===== src/cgr_pkg.sv =====
// Constants and types shared by the clock global control register bank
// What this block does
// Bit 5 of the global enable register at 0x0003 turns on RF reseeding of the SYSREF path.
// Bit 2 of the global enable register turns on the internal SYSREF timing reference.
// Bit 1 of the global enable register is the master enable of the synthesis loop.
// Bit 0 of the global enable register is the master enable of the reference loop.
// Bits 6 to 0 at 0x0004 each enable output channels 2k and 2k+1, with bit 7 reserved.
// The SYNC pin field at 0x0005 bits 7:6 ignores the pin at 00 and at 01 sends its rising edge through the synthesis loop.
// At SYNC pin mode 10 a pin event requests a pulse-generator stream from channels set for dynamic startup.
// A pin-requested pulse stream is the same request as one raised through the general input pin.
// At SYNC pin mode 11 a pin event causes a sync when an alarm is present and a pulse-generator request otherwise.
// Bit 5 at 0x0005 dedicates reference input one to an external oscillator.
// Bit 4 at 0x0005 dedicates reference input zero to an external RF sync.
// Bits 3 to 0 at 0x0005 enable the reference-loop input paths, input 0 at bit 0 through input 3 at bit 3.
// The register at 0x0008 is freely writable and readable and affects nothing in the device.
// The host may write the scratch register and read it back to prove its access path.
// With bit 0 at 0x0009 clear, the synthesis loop sends a sync up its feedback divider once lock is reached.
// With bit 0 at 0x0009 set, no internal sync is made on synthesis-loop lock.
// Writing 1 to bit 0 at 0x0006 clears all latched alarms until software writes it back to 0.
package cgr_pkg;
   localparam int ADDR_W = 13;
   localparam int DATA_W = 8;
   localparam int INSTR_BITS = 16;
   localparam int FRAME_BITS = 24;
   localparam int RW_BIT = 15;

   localparam logic [12:0] OFS_GLOBAL_ENABLE = 13'h0003;
   localparam logic [12:0] OFS_OUTPUT_PAIR_ENABLE = 13'h0004;
   localparam logic [12:0] OFS_GLOBAL_MODE_ENABLE = 13'h0005;
   localparam logic [12:0] OFS_ALARM_CLEAR = 13'h0006;
   localparam logic [12:0] OFS_MISC_RESERVED = 13'h0007;
   localparam logic [12:0] OFS_SCRATCH = 13'h0008;
   localparam logic [12:0] OFS_LOCK_SYNC_CONTROL = 13'h0009;

   localparam logic [7:0] RST_GLOBAL_ENABLE = 8'h00;
   localparam logic [7:0] RST_OUTPUT_PAIR_ENABLE = 8'h00;
   localparam logic [7:0] RST_GLOBAL_MODE_ENABLE = 8'h00;
   localparam logic [7:0] RST_ALARM_CLEAR = 8'h00;
   localparam logic [7:0] RST_MISC_RESERVED = 8'h00;
   localparam logic [7:0] RST_SCRATCH = 8'h00;
   localparam logic [7:0] RST_LOCK_SYNC_CONTROL = 8'h00;
   localparam logic [7:0] UNMAPPED_READ = 8'h00;

   // global_enable fields
   localparam int BIT_REF_LOOP_EN = 0;
   localparam int BIT_SYNTH_LOOP_EN = 1;
   localparam int BIT_SYSREF_TIMER_EN = 2;
   localparam int POS_VCO_SELECT = 3;
   localparam int BIT_RF_RESEED_EN = 5;
   // output_pair_enable field
   localparam int PAIR_COUNT = 7;
   // global_mode_enable fields
   localparam int POS_REF_PATH_EN = 0;
   localparam int REF_INPUTS = 4;
   localparam int BIT_REF_ZERO_RF_SYNC = 4;
   localparam int BIT_REF_ONE_EXT_OSC = 5;
   localparam int POS_SYNC_MODE = 6;
   // alarm_clear and lock_sync_control fields
   localparam int BIT_CLEAR_ALARMS = 0;
   localparam int BIT_LOCK_SYNC_DISABLE = 0;

   typedef enum logic [1:0] {
      SYNC_MODE_OFF = 2'h0,
      SYNC_MODE_SYNC = 2'h1,
      SYNC_MODE_PULSE = 2'h2,
      SYNC_MODE_AUTO = 2'h3
   } cgr_sync_mode_t;
endpackage : cgr_pkg


===== src/cgr_reg_if.sv =====
// Register access carrier between serial port engine and register bank
`timescale 1ns/1ns
interface cgr_reg_if;
   logic wr_en;
   logic rd_en;
   logic [cgr_pkg::ADDR_W-1:0] addr;
   logic [cgr_pkg::DATA_W-1:0] wdata;
   logic [cgr_pkg::DATA_W-1:0] rdata;

   modport port (output wr_en, output rd_en, output addr, output wdata, input rdata);
   modport bank (input wr_en, input rd_en, input addr, input wdata, output rdata);
endinterface : cgr_reg_if


===== src/cgr_serial_port.sv =====
// Serial control port engine: 16-bit instruction then byte-wide data
`timescale 1ns/1ns
module cgr_serial_port (
   input wire logic clock, // System clock
   input wire logic resetn, // Asynchronous reset, active low
   input wire logic sclk, // Serial clock, sampled
   input wire logic sen_n, // Serial enable, active low
   input wire logic sdio_in, // Serial data from host
   output logic sdio_out, // Serial data to host
   output logic sdio_oe, // High while driving sdio
   cgr_reg_if.port regs // Register access toward bank
);
   typedef struct packed {
      logic sclk_prev;
      logic [4:0] count;
      logic is_read;
      logic [cgr_pkg::ADDR_W-1:0] addr;
      logic [cgr_pkg::INSTR_BITS-2:0] shift_in;
      logic [cgr_pkg::DATA_W-1:0] shift_out;
   } cgr_sp_state_t;

   cgr_sp_state_t state;
   cgr_sp_state_t next_state;
   logic rise;
   logic fall;
   logic instr_done;
   logic byte_done;

   always_comb begin
      next_state = state;
      rise = sclk & ~state.sclk_prev;
      fall = ~sclk & state.sclk_prev;
      instr_done = rise & (state.count == 5'(cgr_pkg::INSTR_BITS - 1));
      byte_done = rise & (state.count == 5'(cgr_pkg::FRAME_BITS - 1));
      regs.wr_en = 1'b0;
      regs.rd_en = 1'b0;
      regs.addr = state.addr;
      regs.wdata = {state.shift_in[cgr_pkg::DATA_W-2:0], sdio_in};
      next_state.sclk_prev = sclk;
      if (sen_n) begin
         next_state.count = 5'h00;
         next_state.is_read = 1'b0;
      end else if (rise) begin
         next_state.shift_in = {state.shift_in[cgr_pkg::INSTR_BITS-3:0], sdio_in};
         next_state.count = byte_done ? 5'(cgr_pkg::INSTR_BITS) : state.count + 5'h01;
         if (instr_done) begin
            next_state.is_read = state.shift_in[cgr_pkg::RW_BIT-1];
            next_state.addr = {state.shift_in[cgr_pkg::ADDR_W-2:0], sdio_in};
            regs.addr = next_state.addr;
            regs.rd_en = state.shift_in[cgr_pkg::RW_BIT-1];
            next_state.shift_out = regs.rdata;
         end else if (byte_done) begin
            // Streaming walks downward through the map
            next_state.addr = state.addr - 13'h0001;
            regs.wr_en = ~state.is_read;
            regs.addr = state.addr;
            regs.rd_en = state.is_read;
            if (state.is_read) begin
               regs.addr = next_state.addr;
               next_state.shift_out = regs.rdata;
            end
         end
      end else if (fall && state.is_read && state.count != 5'(cgr_pkg::INSTR_BITS)) begin
         next_state.shift_out = {state.shift_out[cgr_pkg::DATA_W-2:0], 1'b0};
      end
   end

   always_ff @(posedge clock or negedge resetn) begin
      if (!resetn) begin
         state <= '0;
      end else begin
         state <= next_state;
      end
   end

   assign sdio_out = state.shift_out[cgr_pkg::DATA_W-1];
   assign sdio_oe = ~sen_n & state.is_read;
endmodule : cgr_serial_port


===== src/cgr_sync_events.sv =====
// Sync pin, general input and lock-sync event steering
`timescale 1ns/1ns
module cgr_sync_events (
   input wire logic clock, // System clock
   input wire logic resetn, // Asynchronous reset, active low
   input wire logic sync_pin, // SYNC pin level
   input wire logic general_input_pin_pulse, // Pulse request level from general input pin
   input wire logic synthesis_loop_locked, // Synthesis loop lock level
   input wire logic alarm_present, // Any alarm active
   input wire logic [1:0] sync_mode, // SYNC pin function
   input wire logic lock_sync_disable, // Suppress sync on lock
   output logic synthesis_loop_sync, // Sync edge sent through synthesis loop
   output logic pulse_gen_request, // Pulse stream request to dynamic channels
   output logic feedback_divider_sync // Sync sent up feedback divider on lock
);
   typedef struct packed {
      logic sync_prev;
      logic gpi_prev;
      logic lock_prev;
      logic sync_out;
      logic pulse_out;
      logic fbd_out;
   } cgr_ev_state_t;

   cgr_ev_state_t state;
   cgr_ev_state_t next_state;
   logic pin_event;
   logic gpi_event;

   always_comb begin
      next_state = state;
      pin_event = sync_pin & ~state.sync_prev;
      gpi_event = general_input_pin_pulse & ~state.gpi_prev;
      next_state.sync_prev = sync_pin;
      next_state.gpi_prev = general_input_pin_pulse;
      next_state.lock_prev = synthesis_loop_locked;
      next_state.sync_out = 1'b0;
      next_state.pulse_out = gpi_event;
      unique case (cgr_pkg::cgr_sync_mode_t'(sync_mode))
         cgr_pkg::SYNC_MODE_OFF: begin
         end
         cgr_pkg::SYNC_MODE_SYNC: next_state.sync_out = pin_event;
         cgr_pkg::SYNC_MODE_PULSE: begin
            next_state.pulse_out = gpi_event | pin_event;
         end
         cgr_pkg::SYNC_MODE_AUTO: begin
            next_state.sync_out = pin_event & alarm_present;
            next_state.pulse_out = gpi_event | (pin_event & ~alarm_present);
         end
      endcase
      // Only the lock rising edge fires, so a held lock makes one event
      next_state.fbd_out = synthesis_loop_locked & ~state.lock_prev & ~lock_sync_disable;
   end

   always_ff @(posedge clock or negedge resetn) begin
      if (!resetn) begin
         state <= '0;
      end else begin
         state <= next_state;
      end
   end

   assign synthesis_loop_sync = state.sync_out;
   assign pulse_gen_request = state.pulse_out;
   assign feedback_divider_sync = state.fbd_out;
endmodule : cgr_sync_events


===== src/cgr_global_regs.sv =====
// Global control register bank with serial port and sync event steering
`timescale 1ns/1ns
module cgr_global_regs (
   input wire logic clock, // System clock, 50 MHz
   input wire logic resetn, // Asynchronous reset, active low
   input wire logic sclk, // Serial port clock
   input wire logic sen_n, // Serial port enable, active low
   input wire logic sdio_in, // Serial data in
   output logic sdio_out, // Serial data out
   output logic sdio_oe, // Serial data output enable
   input wire logic sync_pin, // SYNC pin
   input wire logic general_input_pin_pulse, // Pulse request from general input pin
   input wire logic synthesis_loop_locked, // Synthesis loop lock status
   input wire logic alarm_present, // Alarm status from alarm logic
   output logic reference_loop_enable, // Reference loop master enable
   output logic synthesis_loop_enable, // Synthesis loop master enable
   output logic sysref_timer_enable, // Internal SYSREF timer enable
   output logic rf_reseed_enable, // RF reseeder enable for SYSREF
   output logic [1:0] vco_select, // Oscillator selection field
   output logic [13:0] channel_enable, // Per-channel output enables
   output logic [3:0] ref_path_enable, // Reference-loop input path enables
   output logic ref_input_zero_rf_sync, // Input zero used as RF sync
   output logic ref_input_one_ext_osc, // Input one used as external oscillator
   output logic alarm_clear, // Clear latched alarms, level
   output logic synthesis_loop_sync, // Sync pulse through synthesis loop
   output logic pulse_gen_request, // Pulse generator request pulse
   output logic feedback_divider_sync // Lock sync pulse up feedback divider
);
   typedef struct packed {
      logic [7:0] global_enable;
      logic [7:0] output_pair_enable;
      logic [7:0] global_mode_enable;
      logic [7:0] alarm_clear;
      logic [7:0] misc_reserved;
      logic [7:0] scratch;
      logic [7:0] lock_sync_control;
   } cgr_regs_t;

   cgr_regs_t state;
   cgr_regs_t next_state;
   cgr_reg_if reg_bus ();

   cgr_serial_port u_port (
      .clock(clock),
      .resetn(resetn),
      .sclk(sclk),
      .sen_n(sen_n),
      .sdio_in(sdio_in),
      .sdio_out(sdio_out),
      .sdio_oe(sdio_oe),
      .regs(reg_bus.port)
   );

   // Every printed bit is read-write, so reserved bits keep what was written
   always_comb begin
      next_state = state;
      if (reg_bus.wr_en) begin
         unique case (reg_bus.addr)
            cgr_pkg::OFS_GLOBAL_ENABLE: next_state.global_enable = reg_bus.wdata;
            cgr_pkg::OFS_OUTPUT_PAIR_ENABLE: next_state.output_pair_enable = reg_bus.wdata;
            cgr_pkg::OFS_GLOBAL_MODE_ENABLE: next_state.global_mode_enable = reg_bus.wdata;
            cgr_pkg::OFS_ALARM_CLEAR: next_state.alarm_clear = reg_bus.wdata;
            cgr_pkg::OFS_MISC_RESERVED: next_state.misc_reserved = reg_bus.wdata;
            cgr_pkg::OFS_SCRATCH: next_state.scratch = reg_bus.wdata;
            cgr_pkg::OFS_LOCK_SYNC_CONTROL: next_state.lock_sync_control = reg_bus.wdata;
            default: begin
            end
         endcase
      end
   end

   always_comb begin
      unique case (reg_bus.addr)
         cgr_pkg::OFS_GLOBAL_ENABLE: reg_bus.rdata = state.global_enable;
         cgr_pkg::OFS_OUTPUT_PAIR_ENABLE: reg_bus.rdata = state.output_pair_enable;
         cgr_pkg::OFS_GLOBAL_MODE_ENABLE: reg_bus.rdata = state.global_mode_enable;
         cgr_pkg::OFS_ALARM_CLEAR: reg_bus.rdata = state.alarm_clear;
         cgr_pkg::OFS_MISC_RESERVED: reg_bus.rdata = state.misc_reserved;
         cgr_pkg::OFS_SCRATCH: reg_bus.rdata = state.scratch;
         cgr_pkg::OFS_LOCK_SYNC_CONTROL: reg_bus.rdata = state.lock_sync_control;
         default: reg_bus.rdata = cgr_pkg::UNMAPPED_READ;
      endcase
   end

   always_ff @(posedge clock or negedge resetn) begin
      if (!resetn) begin
         state <= {cgr_pkg::RST_GLOBAL_ENABLE, cgr_pkg::RST_OUTPUT_PAIR_ENABLE,
                   cgr_pkg::RST_GLOBAL_MODE_ENABLE, cgr_pkg::RST_ALARM_CLEAR,
                   cgr_pkg::RST_MISC_RESERVED, cgr_pkg::RST_SCRATCH,
                   cgr_pkg::RST_LOCK_SYNC_CONTROL};
      end else begin
         state <= next_state;
      end
   end

   assign reference_loop_enable = state.global_enable[cgr_pkg::BIT_REF_LOOP_EN];
   assign synthesis_loop_enable = state.global_enable[cgr_pkg::BIT_SYNTH_LOOP_EN];
   assign sysref_timer_enable = state.global_enable[cgr_pkg::BIT_SYSREF_TIMER_EN];
   assign rf_reseed_enable = state.global_enable[cgr_pkg::BIT_RF_RESEED_EN];
   assign vco_select = state.global_enable[cgr_pkg::POS_VCO_SELECT +: 2];

   // Bit 7 of the pair register drives nothing
   genvar k;
   generate
      for (k = 0; k < cgr_pkg::PAIR_COUNT; k++) begin : g_pair
         assign channel_enable[2*k] = state.output_pair_enable[k];
         assign channel_enable[2*k+1] = state.output_pair_enable[k];
      end
   endgenerate

   assign ref_path_enable = state.global_mode_enable[cgr_pkg::POS_REF_PATH_EN +: cgr_pkg::REF_INPUTS];
   assign ref_input_zero_rf_sync = state.global_mode_enable[cgr_pkg::BIT_REF_ZERO_RF_SYNC];
   assign ref_input_one_ext_osc = state.global_mode_enable[cgr_pkg::BIT_REF_ONE_EXT_OSC];
   // Level, not pulse: alarms stay cleared until software writes 0 back
   assign alarm_clear = state.alarm_clear[cgr_pkg::BIT_CLEAR_ALARMS];

   cgr_sync_events u_events (
      .clock(clock),
      .resetn(resetn),
      .sync_pin(sync_pin),
      .general_input_pin_pulse(general_input_pin_pulse),
      .synthesis_loop_locked(synthesis_loop_locked),
      .alarm_present(alarm_present),
      .sync_mode(state.global_mode_enable[cgr_pkg::POS_SYNC_MODE +: 2]),
      .lock_sync_disable(state.lock_sync_control[cgr_pkg::BIT_LOCK_SYNC_DISABLE]),
      .synthesis_loop_sync(synthesis_loop_sync),
      .pulse_gen_request(pulse_gen_request),
      .feedback_divider_sync(feedback_divider_sync)
   );
endmodule : cgr_global_regs


===== config.mk =====
export PLATFORM = sky130hd
export DESIGN_NAME = cgr_global_regs
export DESIGN_NICKNAME = d
export VERILOG_FILES = /design/src/cgr_pkg.sv /design/src/cgr_reg_if.sv /design/src/cgr_serial_port.sv /design/src/cgr_sync_events.sv /design/src/cgr_global_regs.sv
export SDC_FILE = /design/constraint.sdc
export NUM_CORES = 1
export LEC_CHECK = 0
export BUFFER_PORTS_ARGS = -buffer_cell sky130_fd_sc_hd__buf_2
export CORE_ASPECT_RATIO = 1.25
export CORE_UTILIZATION = 45
export DETAILED_ROUTE_END_ITERATION = 16
export PLACE_DENSITY_LB_ADDON = 0.2
export SETUP_SLACK_MARGIN = 0.4
export SYNTH_ARGS = -nofsm -noshare
export SYNTH_HDL_FRONTEND = slang
export SYNTH_HIERARCHICAL = 1
export SYNTH_SLANG_ARGS = --single-unit

===== constraint.sdc =====
create_clock -name clock -period 7.19 [get_ports clock]
set_input_delay 1.438 -clock clock [delete_from_list [all_inputs] [get_ports clock]]
set_output_delay 1.438 -clock clock [all_outputs]
set_load 0.02 [all_outputs]

Word-level counts from Yosys, hierarchy flattened
Cells that the tools add are included.
{ "classes": {"add_sub_neg": 2, "eq_ne": 15, "n_mux": 23, "bitwise": 22, "n_reduce_logical": 17} }
{ "op_table": {"columns": ["operator", "n"], "rows": [
  ["13-bit two-way mux", 7],
  ["8-bit case mux with 7 select lines", 1],
  ["13-bit by 3-bit == test with 1-bit output (second input constant)", 4],
  ["8-bit two-way mux", 5],
  ["34-bit two-way mux", 1],
  ["13-bit by 4-bit == test with 1-bit output (second input constant)", 2],
  ["2-bit AND reduction", 9],
  ["13-bit by 2-bit == test with 1-bit output (second input constant)", 1],
  ["13-bit by 1-bit subtractor with 13-bit output (second input constant)", 1],
  ["1-bit bitwise AND", 11],
  ["1-bit NOT", 9],
  ["2-bit nonzero test", 4],
  ["6-bit two-way mux", 1],
  ["5-bit by 1-bit adder with 5-bit output (second input constant)", 1],
  ["5-bit by 4-bit == test with 1-bit output (second input constant)", 1],
  ["5-bit == test (second input constant)", 1],
  ["1-bit two-way mux", 5],
  ["5-bit two-way mux", 1],
  ["5-bit != test (second input constant)", 1],
  ["2-bit == test (second input constant)", 2],
  ["1-bit case mux with 2 select lines", 2],
  ["4-bit AND reduction", 1],
  ["3-bit by 2-bit != test with 1-bit output (second input constant)", 1],
  ["3-bit != test (second input constant)", 1],
  ["other kinds (4)", 6]
]} }
{ "word_totals": {"regBits": 105, "out_inout_bits": 32, "word_cells": 98} }

Depth between registers and ports, before layout
{ "depth": {"word_depth": 13, "ltp_mapped": 17, "mapped_depth_nobuf": 14} }

Hierarchy
Netlist, hierarchy kept.
{ "modules_own_cells": {"columns": ["mod", "n_inst", "cells_per_inst", "area_per_inst_um2"], "rows": [
  ["cgr_global_regs", 1, 211, 2850.2],
  ["cgr_serial_port", 1, 342, 2778.9],
  ["cgr_sync_events", 1, 13, 202.7]
]} }

Least setup slack after synthesis
No wires, ideal clock.
{ "synth_path": {"kind": "input port to flip-flop", "from": "in sen_n", "to": "reg state (netlist bit reference_loop_enable)", "arrival_ns": 3.868, "required_ns": 7.065, "setup_slack_ns": 3.197, "stages": 10, "path_cell_list": "buf_2 -> nor3b_1 -> buf_2 -> nand3_1 -> o211ai_1 -> o21ai_0 -> nor4_4 -> nand3_1 -> nor2_2 -> mux2_2"} }
{ "synth_between": {"elab_chain_len": 3} }
{ "synth_rtl": {"columns": ["item", "line_no", "text"], "rows": [
  ["start: declaration", "cgr_global_regs.sv:7", "input wire logic sen_n,"],
  ["13-bit two-way mux", "cgr_serial_port.sv:40", "if (sen_n) begin"],
  ["via reg_bus.addr (one bit)", "cgr_reg_if.sv:6", "logic [cgr_pkg::ADDR_W-1:0] addr;"],
  ["13-bit by 2-bit == test with 1-bit output", "cgr_global_regs.sv:58", "unique case (reg_bus.addr)"],
  ["2-bit AND reduction (no line)", null, null],
  ["end signal: assignment", "cgr_global_regs.sv:87", "state <= {cgr_pkg::RST_GLOBAL_ENABLE, cgr_pkg::RST_OUTPUT_PAIR_ENABLE,"],
  ["end signal: assignment", "cgr_global_regs.sv:92", "state <= next_state;"],
  ["end: declaration", "cgr_global_regs.sv:39", "cgr_regs_t state;"]
]} }
The timed path passes the listed nets, and every way through them passes these cells.
A chain may end at the register's enable or synchronous reset.

==> metrics.csv <==
metric;value;unit
status;complete, no violations;
rr_endpoint;u_port/state[1];
antenna_cells;0;
max_slew_margin;27.8;%
synth_cells;564;
cap_violations;0;
portBuffers;40;
antenna_found_initial;0;
hold_path_class;flip-flop to flip-flop;
powerDensity;204;nW/um^2
post-route-util;49.5;%
crit_required;7.43;ns
cts.clk_slew.worst_paths;0.07;ns
cts_buffers;9;
crit_family;simple AND/OR/NAND/NOR gates;
grt_pass1_wl;22700;um
holdWs;0.406;ns
critPathMaxStageDelay;0.79;ns
rows;46;
syn_area;5820;sq um
placed_area;5940;sq um
drcViolationCount;0;
leakage;3.08;nW
io-pin-count;41;
irDropWorstVdd;109;uV
worst-slew-pin-transition;1.08;ns
syn_area_per_cell;10.3;sq um
cp_max_fo;23;
endpoint_kind;flip-flop;
finalCritPeriodShare;66.4;%
layout.cells.most_common_list;105 x dfrtp_1, 87 x nand2_1, 45 x mux2_2;
rsz0062_at_grt;no;
via_per_inst;5.79;
hold_viol;0;
fin_nets;574;
numClockSinks;105;
timing.rr.start;u_port/state[38];
cp.depth;10;
rr_worst_depth;15;
num_vias;4252;
cts_buffer_depth;2;
gp_congestion;0.856;
core_area;12700;sq um
fin_tns_setup;0;ns
critPathSlowestCell;nor2b_1;
grt_max_degree;75;
drt_iter0_markers;218;
final_common_cell;dfrtp_1;
crit_chain;buf_2, nor2b_1, nand2b_1, buf_4, a21oi_1, a2bb2oi_1, nor2b_1, nand2b_1, nor3_4, mux2_2;
initial_core_util;46.0;%
cp-start-kind;input port;
grt_usage;21.9;%
design.die.area;13400;sq um
arrival;5.02;ns
drive_above_1_share;23.0;%
maxSlewViolCount;0;
routed_wl;13500;um
clockRootBuffer;clkbuf_16;
crit_buf_inv;2;
dp_hpwl;9380;um
die_height;129;um
htree_levels;3;
dp_slack;1.99;ns
syn_to_final_growth;7.67;%
worstHoldPathCells;1;
grt_pass1_vias;4199;
skew;0.00602;ns
period_needed;4.78;ns
clock.fmax;209;MHz
setup_viol;0;
post-cts-setup-buffer-count;0;
ys.warnings.count;6;
wl_per_cell;18.4;um
design_area;6270;sq um
cts_tree;yes;
dr.pass1.iters;4;
clk_latency;0.36;ns
reg2reg_slack;2.80;ns
syn_nets;577;
overflow;0;
fin_ws;2.41;ns
hold_buffers;0;
ant_nets;0;
die_w;104;um
cts_resized;0;
hp-start;u_events/state[3];
whs_endpoint;u_events/feedback_divider_sync;
critPathKind;input port to flip-flop;
-- stage by stage --
stage          std cells  total power [W]
2_1_floorplan        564         0.000712
3_3_place_gp         718         0.000746
3_5_place_dp         718         0.000748
4_1_cts              734          0.00129
5_1_grt              734          0.00133
6_report             734          0.00128
-- power by group --
group | internal, W | switching, W | total [W]
logic | 0.0000255 | 0.0000523 | 0.0000778
registers | 0.000611 | 0.0000473 | 0.000659
clock network | 0.000324 | 0.000218 | 0.000542
total | 0.000961 | 0.000318 | 0.00128
-- flip-flops by register name, summed over array words and instances (netlist names) --
register	flops
sysref_timer_enable	1
alarm_clear	1
u_events/state	3
u_events/pulse_gen_request	1
u_port/regs.wdata	7
reference_loop_enable	1
u_events/feedback_divider_sync	1
u_events/synthesis_loop_sync	1
ref_input_zero_rf_sync	1
channel_enable	7
synthesis_loop_enable	1
state	36
u_port/state	35
vco_select	2
rf_reseed_enable	1
ref_input_one_ext_osc	1
ref_path_enable	4
u_port/sdio_out	1
-- final cells by class --
type,instances,area [sq um]
inverter,9,33.8
clock buffer,12,256
multi-input combinational,389,2810
sequential,105,2630
tap,168,210
clock inverter,4,75.1
fill,1176,6390
timing repair buffer,47,255
-- worst max path at each step --
| stage | startpoint | end | slack (ns) |
|---|---|---|---|
| CTS | sclk | state[8] | 2.39 |
| detailed placement | sclk | state[8] | 1.99 |
| finish | sclk | state[8] | 2.41 |
| global route | sclk | state[12] | 1.87 |
| floorplan | sen_n | reference_loop_enable | 3.20 |
| global placement | sclk | state[11] | 2.07 |
-- layer usage --
metal / GRT usage (%) / vias up / part of all wire [%]
met5: 0 / - / 0
met4: 10.8 / 0 / 3.0
met3: 3.17 / 26 / 2.9
met2: 38.1 / 85 / 50
met1: 27.0 / 2113 / 44
li1: - / 2028 / -
Power figures use the tool's default switching activity.
